`config.mk`:
```
export PLATFORM = sky130hd
export DESIGN_NAME = vfm_monitor
export DESIGN_NICKNAME = d
export VERILOG_FILES = /design/src/logic/vfm_pkg.sv /design/src/logic/vfm_monitor.sv
export VERILOG_INCLUDE_DIRS = /design/src /design/src/logic
export SDC_FILE = /design/constraint.sdc
export NUM_CORES = 1
export LEC_CHECK = 0
export BUFFER_PORTS_ARGS = -buffer_cell sky130_fd_sc_hd__buf_4
export CORE_ASPECT_RATIO = 1.1
export CORE_MARGIN = 2
export CORE_UTILIZATION = 40
export CTS_CLUSTER_SIZE = 16
export DETAILED_ROUTE_END_ITERATION = 10
export MAX_ROUTING_LAYER = met4
export PLACE_DENSITY = 0.62
export SLEW_MARGIN = 20
export SYNTH_ARGS = -nofsm -noshare
export SYNTH_HDL_FRONTEND = slang
export SYNTH_SLANG_ARGS = --single-unit
```
`constraint.sdc`:
```
create_clock -name clk_in -period 4.2 [get_ports clk_in]
set_input_delay 0.42 -clock clk_in [delete_from_list [all_inputs] [get_ports clk_in]]
set_output_delay 0.42 -clock clk_in [all_outputs]
set_load 0.05 [all_outputs]
```
`src/logic/vfm_consts.svh`:
```
// Constants for the VBUS fault monitor: thresholds, times and clock rate.
// Assumes voltage codes of 10 mV of VBUS per LSB and current-sense codes of 1 mV per LSB.
`ifndef VFM_CONSTS_SVH
`define VFM_CONSTS_SVH
`define VFM_CLK_KHZ 25000
`define VFM_V_W 12
`define VFM_I_W 12
`define VFM_CNT_W 27
// Transition thresholds in 10 mV units: 3 V on, 2 V off
`define VFM_V_PON 12'h12c
`define VFM_V_POFF 12'h0c8
// Overvoltage limits: 6.0, 10.4, 13.7, 18.1, 22.5 V
`define VFM_OV_5 12'h258
`define VFM_OV_9 12'h410
`define VFM_OV_12 12'h55a
`define VFM_OV_16 12'h712
`define VFM_OV_20 12'h8ca
// Undervoltage limits: 4.5, 8.1, 10.8, 14.4, 18.0 V
`define VFM_UV_5 12'h1c2
`define VFM_UV_9 12'h32a
`define VFM_UV_12 12'h438
`define VFM_UV_16 12'h5a0
`define VFM_UV_20 12'h708
// Sense scale: 3000 mV means 6.0 A, so a code is half the current in mA
`define VFM_I_SENSE_MV 3000
`define VFM_I_SENSE_MA 6000
// Overcurrent limits in sense mV: 1.73, 2.30, 3.45, 5.75 A and default
`define VFM_OC_1A5 12'h361
`define VFM_OC_2A 12'h47e
`define VFM_OC_3A 12'h6bd
`define VFM_OC_5A 12'hb3b
`define VFM_OC_DEF 12'h6bd
// Times in ms
`define VFM_TRANS_MS 275
`define VFM_STROBE_MS 500
`define VFM_LONG_MS 5000
`define VFM_WIN_MS 4000
`define VFM_PULSE_MS 1
`define VFM_EXC_MAX 3'h3
`endif

```
`src/logic/vfm_pkg.sv`:
```
// Types for the VBUS fault monitor.
// Assumes nothing beyond the constants header.
`default_nettype none
package vfm_pkg;
  typedef enum logic [4:0] {
    VFM_OFF = 5'b00001,
    VFM_RAMP_ON = 5'b00010,
    VFM_ON = 5'b00100,
    VFM_RAMP_OFF = 5'b01000,
    VFM_FAULT = 5'b10000
  } vfm_state_type;
  typedef enum logic [2:0] {
    VFM_LVL_5 = 3'h0, VFM_LVL_9 = 3'h1, VFM_LVL_12 = 3'h2, VFM_LVL_16 = 3'h3, VFM_LVL_20 = 3'h4
  } vfm_level_type;
  typedef enum logic [1:0] {
    VFM_CUR_1A5 = 2'h0, VFM_CUR_2A = 2'h1, VFM_CUR_3A = 2'h2, VFM_CUR_5A = 2'h3
  } vfm_current_type;
endpackage
`default_nettype wire

```
`src/logic/vfm_monitor.sv`:
```
// VBUS supply supervisor: transitions, over/undervoltage, overcurrent, fault strobe.
// Assumes sense codes come from ADC logic on clk_in; the sink-fault pin is asynchronous.
// Function
// - Power-on is complete once sensed VBUS reaches 3 V.
// - Power-off is complete, supply discharged, once sensed VBUS falls to 2 V.
// - A timer supervises each transition; timeout holds fault low until completion.
// - Flag overvoltage above the limit of the present nominal level.
// - Flag undervoltage below the limit of the present nominal level.
// - Any over/undervoltage, overcurrent or sink fault switches the supply off and commands discharge; a transition timeout does not.
// - After a fault, strobe the active-low fault output about every 500 ms.
// - More than 3 faults within 4 s stretch the strobe interval to 5 s.
// - Current-sense reading of 3.0 V means 6.0 A on VBUS.
// - With a contract, the overcurrent limit follows the negotiated current.
// - With no partner attached, a default overcurrent limit applies.
// - Current is checked only while sourcing; the sink-fault input counts as a fault.
`timescale 1ns/1ns
`default_nettype none
`include "vfm_consts.svh"
module vfm_monitor
  import vfm_pkg::*;
#(
  parameter int unsigned TRANS_CYC = `VFM_TRANS_MS * `VFM_CLK_KHZ,
  parameter int unsigned STROBE_CYC = `VFM_STROBE_MS * `VFM_CLK_KHZ,
  parameter int unsigned LONG_CYC = `VFM_LONG_MS * `VFM_CLK_KHZ,
  parameter int unsigned WIN_CYC = `VFM_WIN_MS * `VFM_CLK_KHZ,
  parameter int unsigned PULSE_CYC = `VFM_PULSE_MS * `VFM_CLK_KHZ
) (
  // Clock and reset
  input wire logic clk_in,
  input wire logic nrst_in,
  // Sense codes
  input wire logic [`VFM_V_W-1:0] vbus_voltage_sense_in,
  input wire logic [`VFM_I_W-1:0] supply_current_sense_in,
  input wire logic external_sink_fault_in,
  // Policy
  input wire logic power_on_req_in,
  input wire logic [2:0] level_sel_in,
  input wire logic [1:0] contract_current_in,
  input wire logic contract_valid_in,
  input wire logic partner_attached_in,
  input wire logic sourcing_in,
  // Supply control and status
  output logic supply_en_out,
  output logic discharge_out,
  output logic fault_n_out,
  output logic power_good_out
);
  vfm_state_type state_q, state_d;
  logic [`VFM_CNT_W-1:0] tmr_q, tmr_d, int_q, int_d, win_q, win_d, pul_q, pul_d;
  logic [2:0] exc_q, exc_d, sync_q, sync_d;
  logic ext_q, ext_d, to_q, to_d;
  logic uv_arm_q, uv_arm_d;
  logic en_q, en_d, dis_q, dis_d, fn_q, fn_d, pg_q, pg_d;
  logic [`VFM_V_W-1:0] ov_lim, uv_lim;
  logic [`VFM_I_W-1:0] oc_lim;
  logic ov, uv, oc, fault_ev, enter_fault;

  always_comb begin
    case (vfm_level_type'(level_sel_in))
      VFM_LVL_9: begin ov_lim = `VFM_OV_9; uv_lim = `VFM_UV_9; end
      VFM_LVL_12: begin ov_lim = `VFM_OV_12; uv_lim = `VFM_UV_12; end
      VFM_LVL_16: begin ov_lim = `VFM_OV_16; uv_lim = `VFM_UV_16; end
      VFM_LVL_20: begin ov_lim = `VFM_OV_20; uv_lim = `VFM_UV_20; end
      default: begin ov_lim = `VFM_OV_5; uv_lim = `VFM_UV_5; end
    endcase
    // Sense code is in mV, half the current in mA
    if (!partner_attached_in || !contract_valid_in) begin
      oc_lim = `VFM_OC_DEF;
    end else begin
      case (vfm_current_type'(contract_current_in))
        VFM_CUR_1A5: oc_lim = `VFM_OC_1A5;
        VFM_CUR_2A: oc_lim = `VFM_OC_2A;
        VFM_CUR_3A: oc_lim = `VFM_OC_3A;
        default: oc_lim = `VFM_OC_5A;
      endcase
    end
    ov = vbus_voltage_sense_in > ov_lim;
    uv = vbus_voltage_sense_in < uv_lim;
    oc = sourcing_in && (supply_current_sense_in > oc_lim);
  end

  always_comb begin
    sync_d = {sync_q[1:0], external_sink_fault_in};
    ext_d = (sync_q[1] == sync_q[2]) ? sync_q[2] : ext_q;
    state_d = state_q;
    tmr_d = tmr_q;
    to_d = to_q;
    fault_ev = 1'b0;
    case (state_q)
      VFM_OFF: begin
        if (power_on_req_in) begin
          state_d = VFM_RAMP_ON;
          tmr_d = '0;
        end
      end
      VFM_RAMP_ON: begin
        tmr_d = tmr_q + 1'b1;
        if (ov || ext_q) begin
          fault_ev = 1'b1;
        end else if (!power_on_req_in) begin
          state_d = VFM_RAMP_OFF;
          tmr_d = '0;
        end else if (vbus_voltage_sense_in >= `VFM_V_PON) begin
          state_d = VFM_ON;
          to_d = 1'b0;
        end
      end
      VFM_ON: begin
        // Undervoltage counts only once VBUS has risen past the limit
        if (ov || (uv && uv_arm_q) || oc || ext_q) begin
          fault_ev = 1'b1;
        end else if (!power_on_req_in) begin
          state_d = VFM_RAMP_OFF;
          tmr_d = '0;
        end
      end
      VFM_RAMP_OFF: begin
        tmr_d = tmr_q + 1'b1;
        if (vbus_voltage_sense_in <= `VFM_V_POFF) begin
          state_d = VFM_OFF;
          to_d = 1'b0;
        end
      end
      VFM_FAULT: begin
        if (!power_on_req_in && vbus_voltage_sense_in <= `VFM_V_POFF) begin
          state_d = VFM_OFF;
        end
      end
      default: state_d = VFM_OFF;
    endcase
    if (fault_ev) begin
      state_d = VFM_FAULT;
    end
    if ((state_d == VFM_RAMP_ON || state_d == VFM_RAMP_OFF) &&
        tmr_q == `VFM_CNT_W'(TRANS_CYC - 1)) begin
      to_d = 1'b1;
    end
    enter_fault = fault_ev;
    // Exception count, cleared when the window runs out
    exc_d = exc_q;
    win_d = win_q;
    if (enter_fault) begin
      win_d = `VFM_CNT_W'(WIN_CYC - 1);
      exc_d = (win_q == '0) ? 3'h1 : ((exc_q == 3'h7) ? exc_q : exc_q + 3'h1);
    end else if (win_q != '0) begin
      win_d = win_q - 1'b1;
      if (win_q == `VFM_CNT_W'(1)) begin
        exc_d = 3'h0;
      end
    end
    // Strobe timing while in fault
    int_d = int_q;
    pul_d = (pul_q != '0) ? pul_q - 1'b1 : pul_q;
    if (enter_fault) begin
      int_d = '0;
    end else if (state_q == VFM_FAULT) begin
      if (int_q == '0) begin
        int_d = (exc_q > `VFM_EXC_MAX) ? `VFM_CNT_W'(LONG_CYC - 1)
                                         : `VFM_CNT_W'(STROBE_CYC - 1);
        pul_d = `VFM_CNT_W'(PULSE_CYC);
      end else begin
        int_d = int_q - 1'b1;
      end
    end
    en_d = (state_d == VFM_RAMP_ON) || (state_d == VFM_ON);
    dis_d = (state_d == VFM_RAMP_OFF) || (state_d == VFM_FAULT);
    fn_d = !((pul_d != '0) || to_d);
    pg_d = state_d == VFM_ON;
    uv_arm_d = (state_d == VFM_ON) && (uv_arm_q || !uv);
  end

  always_ff @(posedge clk_in or negedge nrst_in) begin
    if (!nrst_in) begin
      state_q <= VFM_OFF;
      tmr_q <= '0;
      int_q <= '0;
      win_q <= '0;
      pul_q <= '0;
      exc_q <= 3'h0;
      sync_q <= 3'h0;
      ext_q <= 1'b0;
      to_q <= 1'b0;
      en_q <= 1'b0;
      dis_q <= 1'b0;
      fn_q <= 1'b1;
      pg_q <= 1'b0;
      uv_arm_q <= 1'b0;
    end else begin
      state_q <= state_d;
      tmr_q <= tmr_d;
      int_q <= int_d;
      win_q <= win_d;
      pul_q <= pul_d;
      exc_q <= exc_d;
      sync_q <= sync_d;
      ext_q <= ext_d;
      to_q <= to_d;
      en_q <= en_d;
      dis_q <= dis_d;
      fn_q <= fn_d;
      pg_q <= pg_d;
      uv_arm_q <= uv_arm_d;
    end
  end

  assign supply_en_out = en_q;
  assign discharge_out = dis_q;
  assign fault_n_out = fn_q;
  assign power_good_out = pg_q;
endmodule // vfm_monitor
`default_nettype wire

```
Yosys cells after proc, flatten, opt, wreduce, memory -nomap -nowiden --
Index checks and enable logic that the tools add are counted. Widths: inputs -> output; s select.
Operators by class: muxes and demuxes 44, equality and inequality tests 23, reductions and logical operators 32, add/subtract/negate cells 5, order comparisons 6
Operators with widths (count):
- $mux 27 | 15
- $pmux 27 s4 | 1
- $reduce_bool 27->1 | 3
- $sub 27x1->27 const B | 3
- $logic_not 27->1 | 2
- $pmux 12 s4 | 1
- $mux 5 | 9
- $pmux 11 s4 | 1
- $pmux 12 s3 | 1
- $add 27x1->27 const B | 1
- $eq 27x1->1 const B | 1
- $eq 27x23->1 const B | 1
- $pmux 5 s5 | 1
- $gt 12x12->1 | 2
- $mux 3 | 5
- $ge 12x9->1 const B | 1
- $le 12x8->1 const B | 1
- $lt 12x12->1 | 1
- $mux 12 | 1
- $eq 5x2->1 const B | 2
- $eq 5x3->1 const B | 2
- $eq 5x4->1 const B | 2
- $eq 5x5->1 const B | 2
- $logic_or 1x1->1 | 10
- 20 further kinds | 41
Storage, ports and cells: output and inout bits 4, flip-flop bits (word level) 126, word-level logic and storage cells 124

Logic depth before layout (Yosys ltp) --
Gate-level depths: netlist (run 1).
word-level depth 16, gate-level depth with buffers 16, depth with buffers taken out 14

Worst setup path after synthesis (run 1) --
OpenSTA, ideal clock, no wires.
kind reg-to-reg, from reg int_q[2], to reg fn_q, in the netlist fault_n_out, period minus slack after synthesis 3365 ps, setup slack 835 ps, required time 4110 ps, data arrival time 3275 ps, setup time 90 ps, cell stages (with the launch flop) 10, cell sequence dfrtp_1 or4_4 or4_1 buf_2 or4_1 or3_4 nor2_4 o21ai_1 or4_1 nor4_2
Between the ends: cells in the longest elaborated chain, start to end 7
Ends and longest elaborated chain:
- from (decl) | RTL line vfm_monitor.sv:49 | logic [`VFM_CNT_W-1:0] tmr_q, tmr_d, int_q, int_d, win_q, win_d, pul_q, pul_d;
- from (signal assigned) | RTL line vfm_monitor.sv:191 | int_q <= int_d;
- $logic_not 27->1 | RTL line vfm_monitor.sv:157 | if (int_q == '0) begin
- $mux 27 | RTL line vfm_monitor.sv:157
- $mux 27 | RTL line vfm_monitor.sv:156 | end else if (state_q == VFM_FAULT) begin
- $mux 27 | RTL line vfm_monitor.sv:154 | if (enter_fault) begin
- $reduce_bool 27->1 | RTL line vfm_monitor.sv:167 | fn_d = !((pul_d != '0) || to_d);
- $logic_or 1x1->1 | RTL line vfm_monitor.sv:167
- $logic_not 1->1 | RTL line vfm_monitor.sv:167
- named net fn_d | RTL line vfm_monitor.sv:53 | logic en_q, en_d, dis_q, dis_d, fn_q, fn_d, pg_q, pg_d;
- to (signal assigned) | RTL line vfm_monitor.sv:200 | fn_q <= fn_d;
- to (decl) | RTL line vfm_monitor.sv:53
The timed path passes the listed nets, and every way through them passes these cells. A chain may end at the register's enable or synchronous reset.

Final worst setup path (run 1) --
Ends and elaborated chain as after synthesis.

==> results of run 1 <==
==> cells by family (layout without fill, tap and decap cells) <==
logic type | after synthesis | count (layout) | synth area share
xor+xnor | 48 | 48 | 0.0544
mux | 5 | 5 | 0.00647
buf+inv | 57 | 119 | 0.0280
fa+ha+maj | 42 | 42 | 0.0673
compound gates | 198 | 198 | 0.162
simple gates | 416 | 416 | 0.273
flops | 126 | 126 | 0.408
==> area by class of cell <==
type | instances | share of cell area
multi-input combinational | 709 | 0.486
sequential | 126 | 0.352
clock buffer | 19 | 0.0494
timing repair buffer | 55 | 0.0478
tap | 247 | 0.0344
clock inverter | 11 | 0.0159
inverter | 34 | 0.0142
==> worst register-to-register path: stages (launching register included) <==
cell	delay [ns]
dfrtp_1	0.42
or4_4	0.56
or4_1	0.61
or4_1	0.55
or3_4	0.39
nor2_4	0.24
o21ai_1	0.11
or4_1	0.52
nor4_2	0.22
==> through the flow <==
| stage | std cells | cell area (um2) |
|---|---|---|
| global placement | 1171 | 8390 |
| CTS | 1201 | 8970 |
| global route | 1201 | 8970 |
| detailed placement | 1171 | 8390 |
| finish | 1201 | 8970 |
| floorplan | 892 | 7730 |
==> path summary, 6_finish.rpt <==
path / end / slack (ns) / cells past startpoint
max: fault_n_out / 0.50 / 8
min: pul_q[20] / 0.07 / 1
max reg2reg: fault_n_out / 0.50 / 8
min reg2reg: sync_q[1] / 0.35 / 0
max in group asynchronous: int_q[7] / 3.17 / 2
min in group clk_in: sync_q[0] / 0.11 / 1
==> power breakdown <==
part,leakage (nW),switching (mW),internal [mW]
Sequential,1.60,0.374,1.54
Combinational,2.04,1.22,0.833
Clock,0.285,0.533,0.939
Total,3.92,2.13,3.32
==> synth_stat cells, types with 10 or more instances <==
cell type	n	share of area
a21oi_1	44	0.028
a31oi_1	12	0.0097
and2_1	11	0.0089
and3_1	12	0.0097
clkbuf_1	21	0.010
dfrtp_1	124	0.40
ha_1	40	0.065
inv_1	34	0.017
nand2_1	89	0.043
nand2b_1	11	0.0089
nand3_1	34	0.022
nand4_1	15	0.012
nor2_1	111	0.054
nor2b_1	10	0.0081
nor3_1	27	0.017
nor4_1	29	0.023
o21ai_0	63	0.041
o31ai_1	10	0.0097
or2_2	11	0.0089
or3_1	21	0.017
or4_1	12	0.012
xnor2_1	27	0.031
xor2_1	21	0.024
==> cell usage in the layout, fill, tap and decap left out, types with 17 or more instances in the layout <==
master and n:
dfrtp_1 124, nor2_1 111, nand2_1 89, o21ai_0 63, buf_4 53, a21oi_1 44
ha_1 40, inv_1 34, nand3_1 34, nor4_1 28, xnor2_1 27, nor3_1 27
or3_1 21, xor2_1 21, clkbuf_16 17
==> per-layer routing <==
layer | wire (um) | global-route usage | vias up
met4 | 256 | 0.0646 | 0
met5 | 0 | - | -
met3 | 513 | 0.0366 | 22
li1 | - | - | 3345
met1 | 8370 | 0.243 | 3156
met2 | 8790 | 0.317 | 91
==> registers in the layout, indices dropped and copies added (netlist names) <==
register / flops
discharge_out: 1
power_good_out: 1
supply_en_out: 1
exc_q: 3
win_q: 27
fault_n_out: 1
int_q: 27
pul_q: 27
sync_q: 3
tmr_q: 27
state_q: 5
ext_q: 1
uv_arm_q: 1
to_q: 1
==> results.txt, run 1 <==
- The tightest min-delay check is of the input port to asynchronous set/reset pin type.
- STA classifies the critical path endpoint as a register.
* Count of mapped cells out of synthesis: between 800 and 900
* Dominant synthesized flop cell: dfrtp_1
- I/O Buffers: 39
- Power, Total: 5.44 mW
* Number of sinks on the clock net: 126
- In this run the power density over the cells is roughly 610 nW/um2.
- Detail Placement HPWL: 12800 um
- Minimum setup slack after placement: between 0.5 and 0.6 ns
- The number of gates resized after CTS was 0.
- In this design, the stage delay of the slowest critical-path cell is 0.61 ns.
* Worst voltage drop across the vdd grid: 0.351 mV
- STA classifies the critical path startpoint as a register.
- The worst setup path is of the register to register kind.
* Slew Limit Fails: 0
- The count of nets left with antenna violations once routing finished came out at 0.
- Global-route wire length before repair: 31100 um
* Source of the worst register-to-register timing path: int_q[2]
- CTS tree: built
- After synthesis, the mean cell area works out to 8.67 um2.
- Result of the run: completed
* Layout Skew: 0.00818 ns
* Leakage component of the power: 3.92 nW
- Count of buffer and inverter cells on the critical path: 0
- The die covers 20500 um2.
* Biggest fanout along the worst timing path: 12
- Cell row count: 53
- Before antenna repair, the detailed router went through 5 iterations.
- In this run, synthesis inferred 0 flip-flops with an integrated enable.
- The sequential cells in the finished layout cover a total of 3160 um2.
* Setup violation total in the final timing report: 0
- The routed design could run at a clock period as short as 3.70 ns.
- Peak clock frequency supported by timing: 270 MHz
- In this run the clock root is driven by a clkbuf_16.
- 40 I/O pins were placed.
- The worst path meets setup with 0.497 ns of slack.
* Number of vias per cell after detailed routing: approximately 5.5
- Final period utilization: 0.882
- Count of cell types in the netlist: 65
- Worst skew pair latency: 0.42 ns
- Arrival time of data at the critical path endpoint: 4.03 ns
* Number of fill cells in the layout: around 1800
- After clock tree synthesis, the clock-pin slew on the worst setup and hold paths is 0.06 ns.
* Fraction of the core area covered by cells at the end of the flow: 0.471
- CTS max path bufs: 2
* Number of remaining DRC errors: 0
- X dimension of the die: approximately 140 um
- Crit path from: int_q[2]
* Antenna violations before repair: 0
- The number of global-route vias before repair came to 6503.
- Synthesis inferred 126 register bits.
- Required @ worst endpoint: 4.53 ns
- Post-synthesis net count: around 970
- Post-CTS timing repair inserted 0 buffers for setup.
- At the pin with the least slew margin, the transition time is 0.907 ns.
- Global routing finished with a remaining overflow of 0.
- The cell family contributing the most delay on the critical path is simple AND/OR/NAND/NOR gates.
- Number of vias in the routed layout: 6614
* DRC marker count from the first detailed-route iteration: 379
- Area growth, synth to finish: 16.1%
* Detailed-route wire length per cell: 14.9 um
- Diode insertion count for antenna repair: 0
- Initial cell density of the core: 0.406
- Vertical die dimension: 150 um
- Max-cap violations: 0
- The routed design has 17900 um of wire.
- Buffers inserted to repair hold after CTS numbered 0.
- Summed over all failing endpoints, the final setup total negative slack is 0 ns.
- Proportion of synthesized chip area in sequential cells: 0.408
- Floorplan core area: 19000 um2
- Final-report hold violation count: 0
* TritonCTS Buffers: 17
- Maximum number of pins on one net before global-route repair: 99
- Hold WS: 0.0743 ns
- The largest individual stage delay along the critical path comes from the cell or4_1.
- In this run the tightest slew margin relative to its limit is 0.395.
- Overall Global Routing Usage: 0.195
* Most Frequent Cell on Critical Path: or4_1
* RSZ-0062 raised after global routing: no
- CTS H-Tree Depth: 4
- Multi-input logic area: 4360 um2
- At the end of routability-driven placement, the weighted congestion stood at 0.885.
- Net total in the final layout: 1019
- Traced cell by cell, the critical path runs through or4_4 > or4_1 > or4_1 > or3_4 > nor2_4 > o21ai_1 > or4_1 > nor4_2.
* Share of flip-flops with an asynchronous set or reset after synthesis: 1.00
- Mapped Area: 7730 um2
* Share of layout cells above drive strength 1: 0.111
- For this run, the number of Yosys warnings is 0.
Note: power is estimated with default switching activity, not from simulation.
==> run 2: changes to the inputs <==
PLACE_DENSITY = not set   (was 0.62)
==> run 2 against run 1 <==
  * Sequential share of layout area fell by 0.19 points
  * Count of clock-buffer cells in the layout rose by 3
  * Global-route usage fell by 0.21 points
  * Worst setup slack got worse by 0.049 ns
  * Register-to-register slack got worse by 0.05 ns
  * Hold slack got worse by 0.065 ns
  * Total power rose by 1.7%
  * Clock power rose by 7%
  * Critical path depth did not move
  * Critical endpoint unchanged
==> results.txt, run 2 (same netlist as run 1, synthesis figures left out) <==
- Result of the run: completed (unchanged).
- Max-cap violations: 0 (unchanged)
- The shortest clock period the worst path allows after layout came to 3.75 ns (was 3.70 ns).
* CTS H-Tree Depth: 4 (unchanged)
* Clock Tree Root: clkbuf_16 (unchanged)
* Worst voltage drop across the vdd grid: 0.298 mV (was 0.351 mV)
- The transition time of the tightest slew-check pin came to 0.917 ns (was 0.907 ns).
* Vertical die dimension: 150 um (unchanged)
- Global-route wire length before repair: 30900 um (was 31100 um)
- The ratio of cells with drive above 1 in the final layout was 0.112 (was 0.111).
* Antenna violations before repair: 0 (unchanged)
* Highest-count cells in the layout ignoring fill and taps: dfrtp_1 (124), nor2_1 (111), nand2_1 (89) (unchanged)
* Number of vias per cell after detailed routing: 5.53 (was 5.51)
- Peak clock frequency supported by timing: 267 MHz (was 270 MHz)
- The detailed-routing iteration count for the pre-antenna-repair pass came to 5 (unchanged).
- The remaining design rule violation count is 0 (unchanged).
- The critical register-to-register path startpoint was int_q[2] (unchanged).
- Number of vias in the routed layout: 6652 (was 6614)
- The class of the tightest hold or removal check is input port to asynchronous set/reset pin (unchanged).
- The remaining global-route overflow is 0 (unchanged).
* Total power density per cell area: 614 nW/um2 (was 607 nW/um2)
- Total Routed Length: 17900 um (about the same)
* Detailed-route wire length per cell: 14.9 um (about the same)
- Floorplan core area: 19000 um2 (unchanged)
- Minimum setup slack among reg-to-reg paths: 0.45 ns (was 0.50 ns)
* Storage element area: 3160 um2 (unchanged)
* Detail Placement HPWL: 12700 um (was 12800 um)
- The arrival time reported for the critical path endpoint came to 4.07 ns (was 4.03 ns).
- The clock tree from TritonCTS is built (unchanged).
- R2r endpoint: fault_n_out (unchanged)
- Number of buffers added for setup after CTS: 0 (unchanged)
- The kind of end point of the critical path is a register (unchanged).
- The number of diodes is 0 (unchanged).
* Number of sinks on the clock net: 126 (unchanged)
* Final-report hold violation count: 0 (unchanged)
- The count of hold-fix buffers inserted at cts is 0 (unchanged).
* Leakage component of the power: 3.94 nW (was 3.92 nW)
- The area occupied by multi-input gates was 4360 um2 (unchanged).
* Most common library cell in the layout ignoring fill and taps: dfrtp_1 (unchanged)
- The worst stage delay on the critical path was 0.62 ns (was 0.61 ns).
* Net total in the final layout: 1019 (unchanged)
* Category of cells accounting for the largest share of critical-path delay: simple AND/OR/NAND/NOR gates (unchanged)
* Crit path kind: register to register (unchanged)
* X dimension of the die: 137 um (unchanged)
- Destination of the critical timing path: fault_n_out (unchanged)
- The fill cell instance count of the final layout is 1785 (was 1810).
- The overall global routing resource usage is 0.192 (was 0.195).
- The total die area was 20500 um2 (unchanged).
* I/O Buffers: 39 (unchanged)
- Layout Skew: 0.00940 ns (was 0.00818 ns)
* Weighted congestion at the end of routability-driven global placement: 0.897 (was 0.885)
* CTS max path bufs: 2 (unchanged)
- The most used cell along the critical path was or4_1 (unchanged).
- Remaining max-slew budget at the tightest pin: 0.388 (was 0.395)
- The worst-skew pair later-pin latency is 0.42 ns (about the same).
* Routed Antenna Nets: 0 (unchanged)
* Slew Limit Fails: 0 (unchanged)
- Final period utilization: 0.893 (was 0.882)
- Setup violation total in the final timing report: 0 (unchanged)
- The kind of launch point of the worst setup path is a register (unchanged).
- The post-cts repair resize count came to 0 (unchanged).
- I/O pin total: 40 (unchanged)
- Initial cell density of the core: 0.406 (unchanged)
- Required @ worst endpoint: 4.52 ns (was 4.53 ns)
- RSZ-0062 raised after global routing: no (unchanged)
* Path depth of the worst reg2reg path: 8 (unchanged)
- Cell row count: 53 (unchanged)
* Fraction of the core area covered by cells at the end of the flow: 0.474 (was 0.471)
- TritonCTS Buffers: 17 (unchanged)
- The critical path's slowest cell was or4_1 (unchanged).
- The largest driver fanout on the critical path came to 12 (unchanged).
* DRC marker count from the first detailed-route iteration: 348 (was 379)
* Clock transition at the registers of the reported paths: 0.06 ns (about the same)
- The total number of cells along the worst setup path came to 8 (unchanged).
* Crit path from: int_q[2] (unchanged)
* Maximum number of pins on one net before global-route repair: 65 (was 99)
* Area growth, synth to finish: 16.7% (was 16.1%)
* Count of buffer and inverter cells on the critical path: 0 (unchanged)
* Number of global-route vias before repair: 6435 (was 6503)
- Chain of cells forming the critical path: or4_4 > or4_1 > or4_1 > or3_4 > nor2_4 > o21ai_1 > or4_1 > nor4_2 (unchanged).
- Setup total negative slack: 0 ns (unchanged)
run 2: cell count changes in the layout (fill, tap and decap cells not counted), sizes merged:
cell and delta:
bufinv +1, clkinvlp -1, inv -1, clkbuf +3
run 2: worst min path at each step:
stage,from,to,slack (ns),depth (start not counted)
after global placement,sync_q[0],sync_q[1],0.33,0
after global routing,nrst_in,pul_q[14],0.05,1
after CTS,nrst_in,pul_q[20],0.03,1
after detailed placement,sync_q[0],sync_q[1],0.35,0
after floorplan,nrst_in,discharge_out,0.12,0
final,nrst_in,pul_q[19],0.009,1
run 2: cell type report:
| class | instances | share of cell area |
|---|---|---|
| clock buffer | 22 | 0.0526 |
| clock inverter | 10 | 0.0178 |
| inverter | 34 | 0.0141 |
| multi-input combinational | 709 | 0.484 |
| sequential | 126 | 0.350 |
| tap | 247 | 0.0343 |
| timing repair buffer | 55 | 0.0476 |
run 2: layer usage:
metal,GRT usage,vias up,share of wire
li1,-,3338,-
met1,0.248,3211,0.48
met2,0.307,86,0.48
met3,0.0305,17,0.025
met4,0.0688,0,0.015
met5,-,-,0
run 2: metrics by stage:
stage | power (mW) | hold slack [ns] | std cells | worst slack, ns | area [um2]
2_1_floorplan | 3.39 | 0.124 | 892 | 0.835 | 7730
3_3_place_gp | 3.94 | 0.332 | 1171 | 0.579 | 8390
3_5_place_dp | 3.96 | 0.348 | 1171 | 0.481 | 8390
4_1_cts | 5.57 | 0.0251 | 1203 | 0.437 | 9020
5_1_grt | 5.97 | 0.0511 | 1203 | 0.225 | 9020
6_report | 5.54 | 0.00947 | 1203 | 0.448 | 9020
run 2: where the power goes:
| group | total, mW | internal, mW | switching (mW) |
|---|---|---|---|
| combinational | 2.04 | 0.833 | 1.21 |
| clock | 1.57 | 1.04 | 0.532 |
| sequential | 1.93 | 1.54 | 0.381 |
| total | 5.54 | 3.42 | 2.12 |
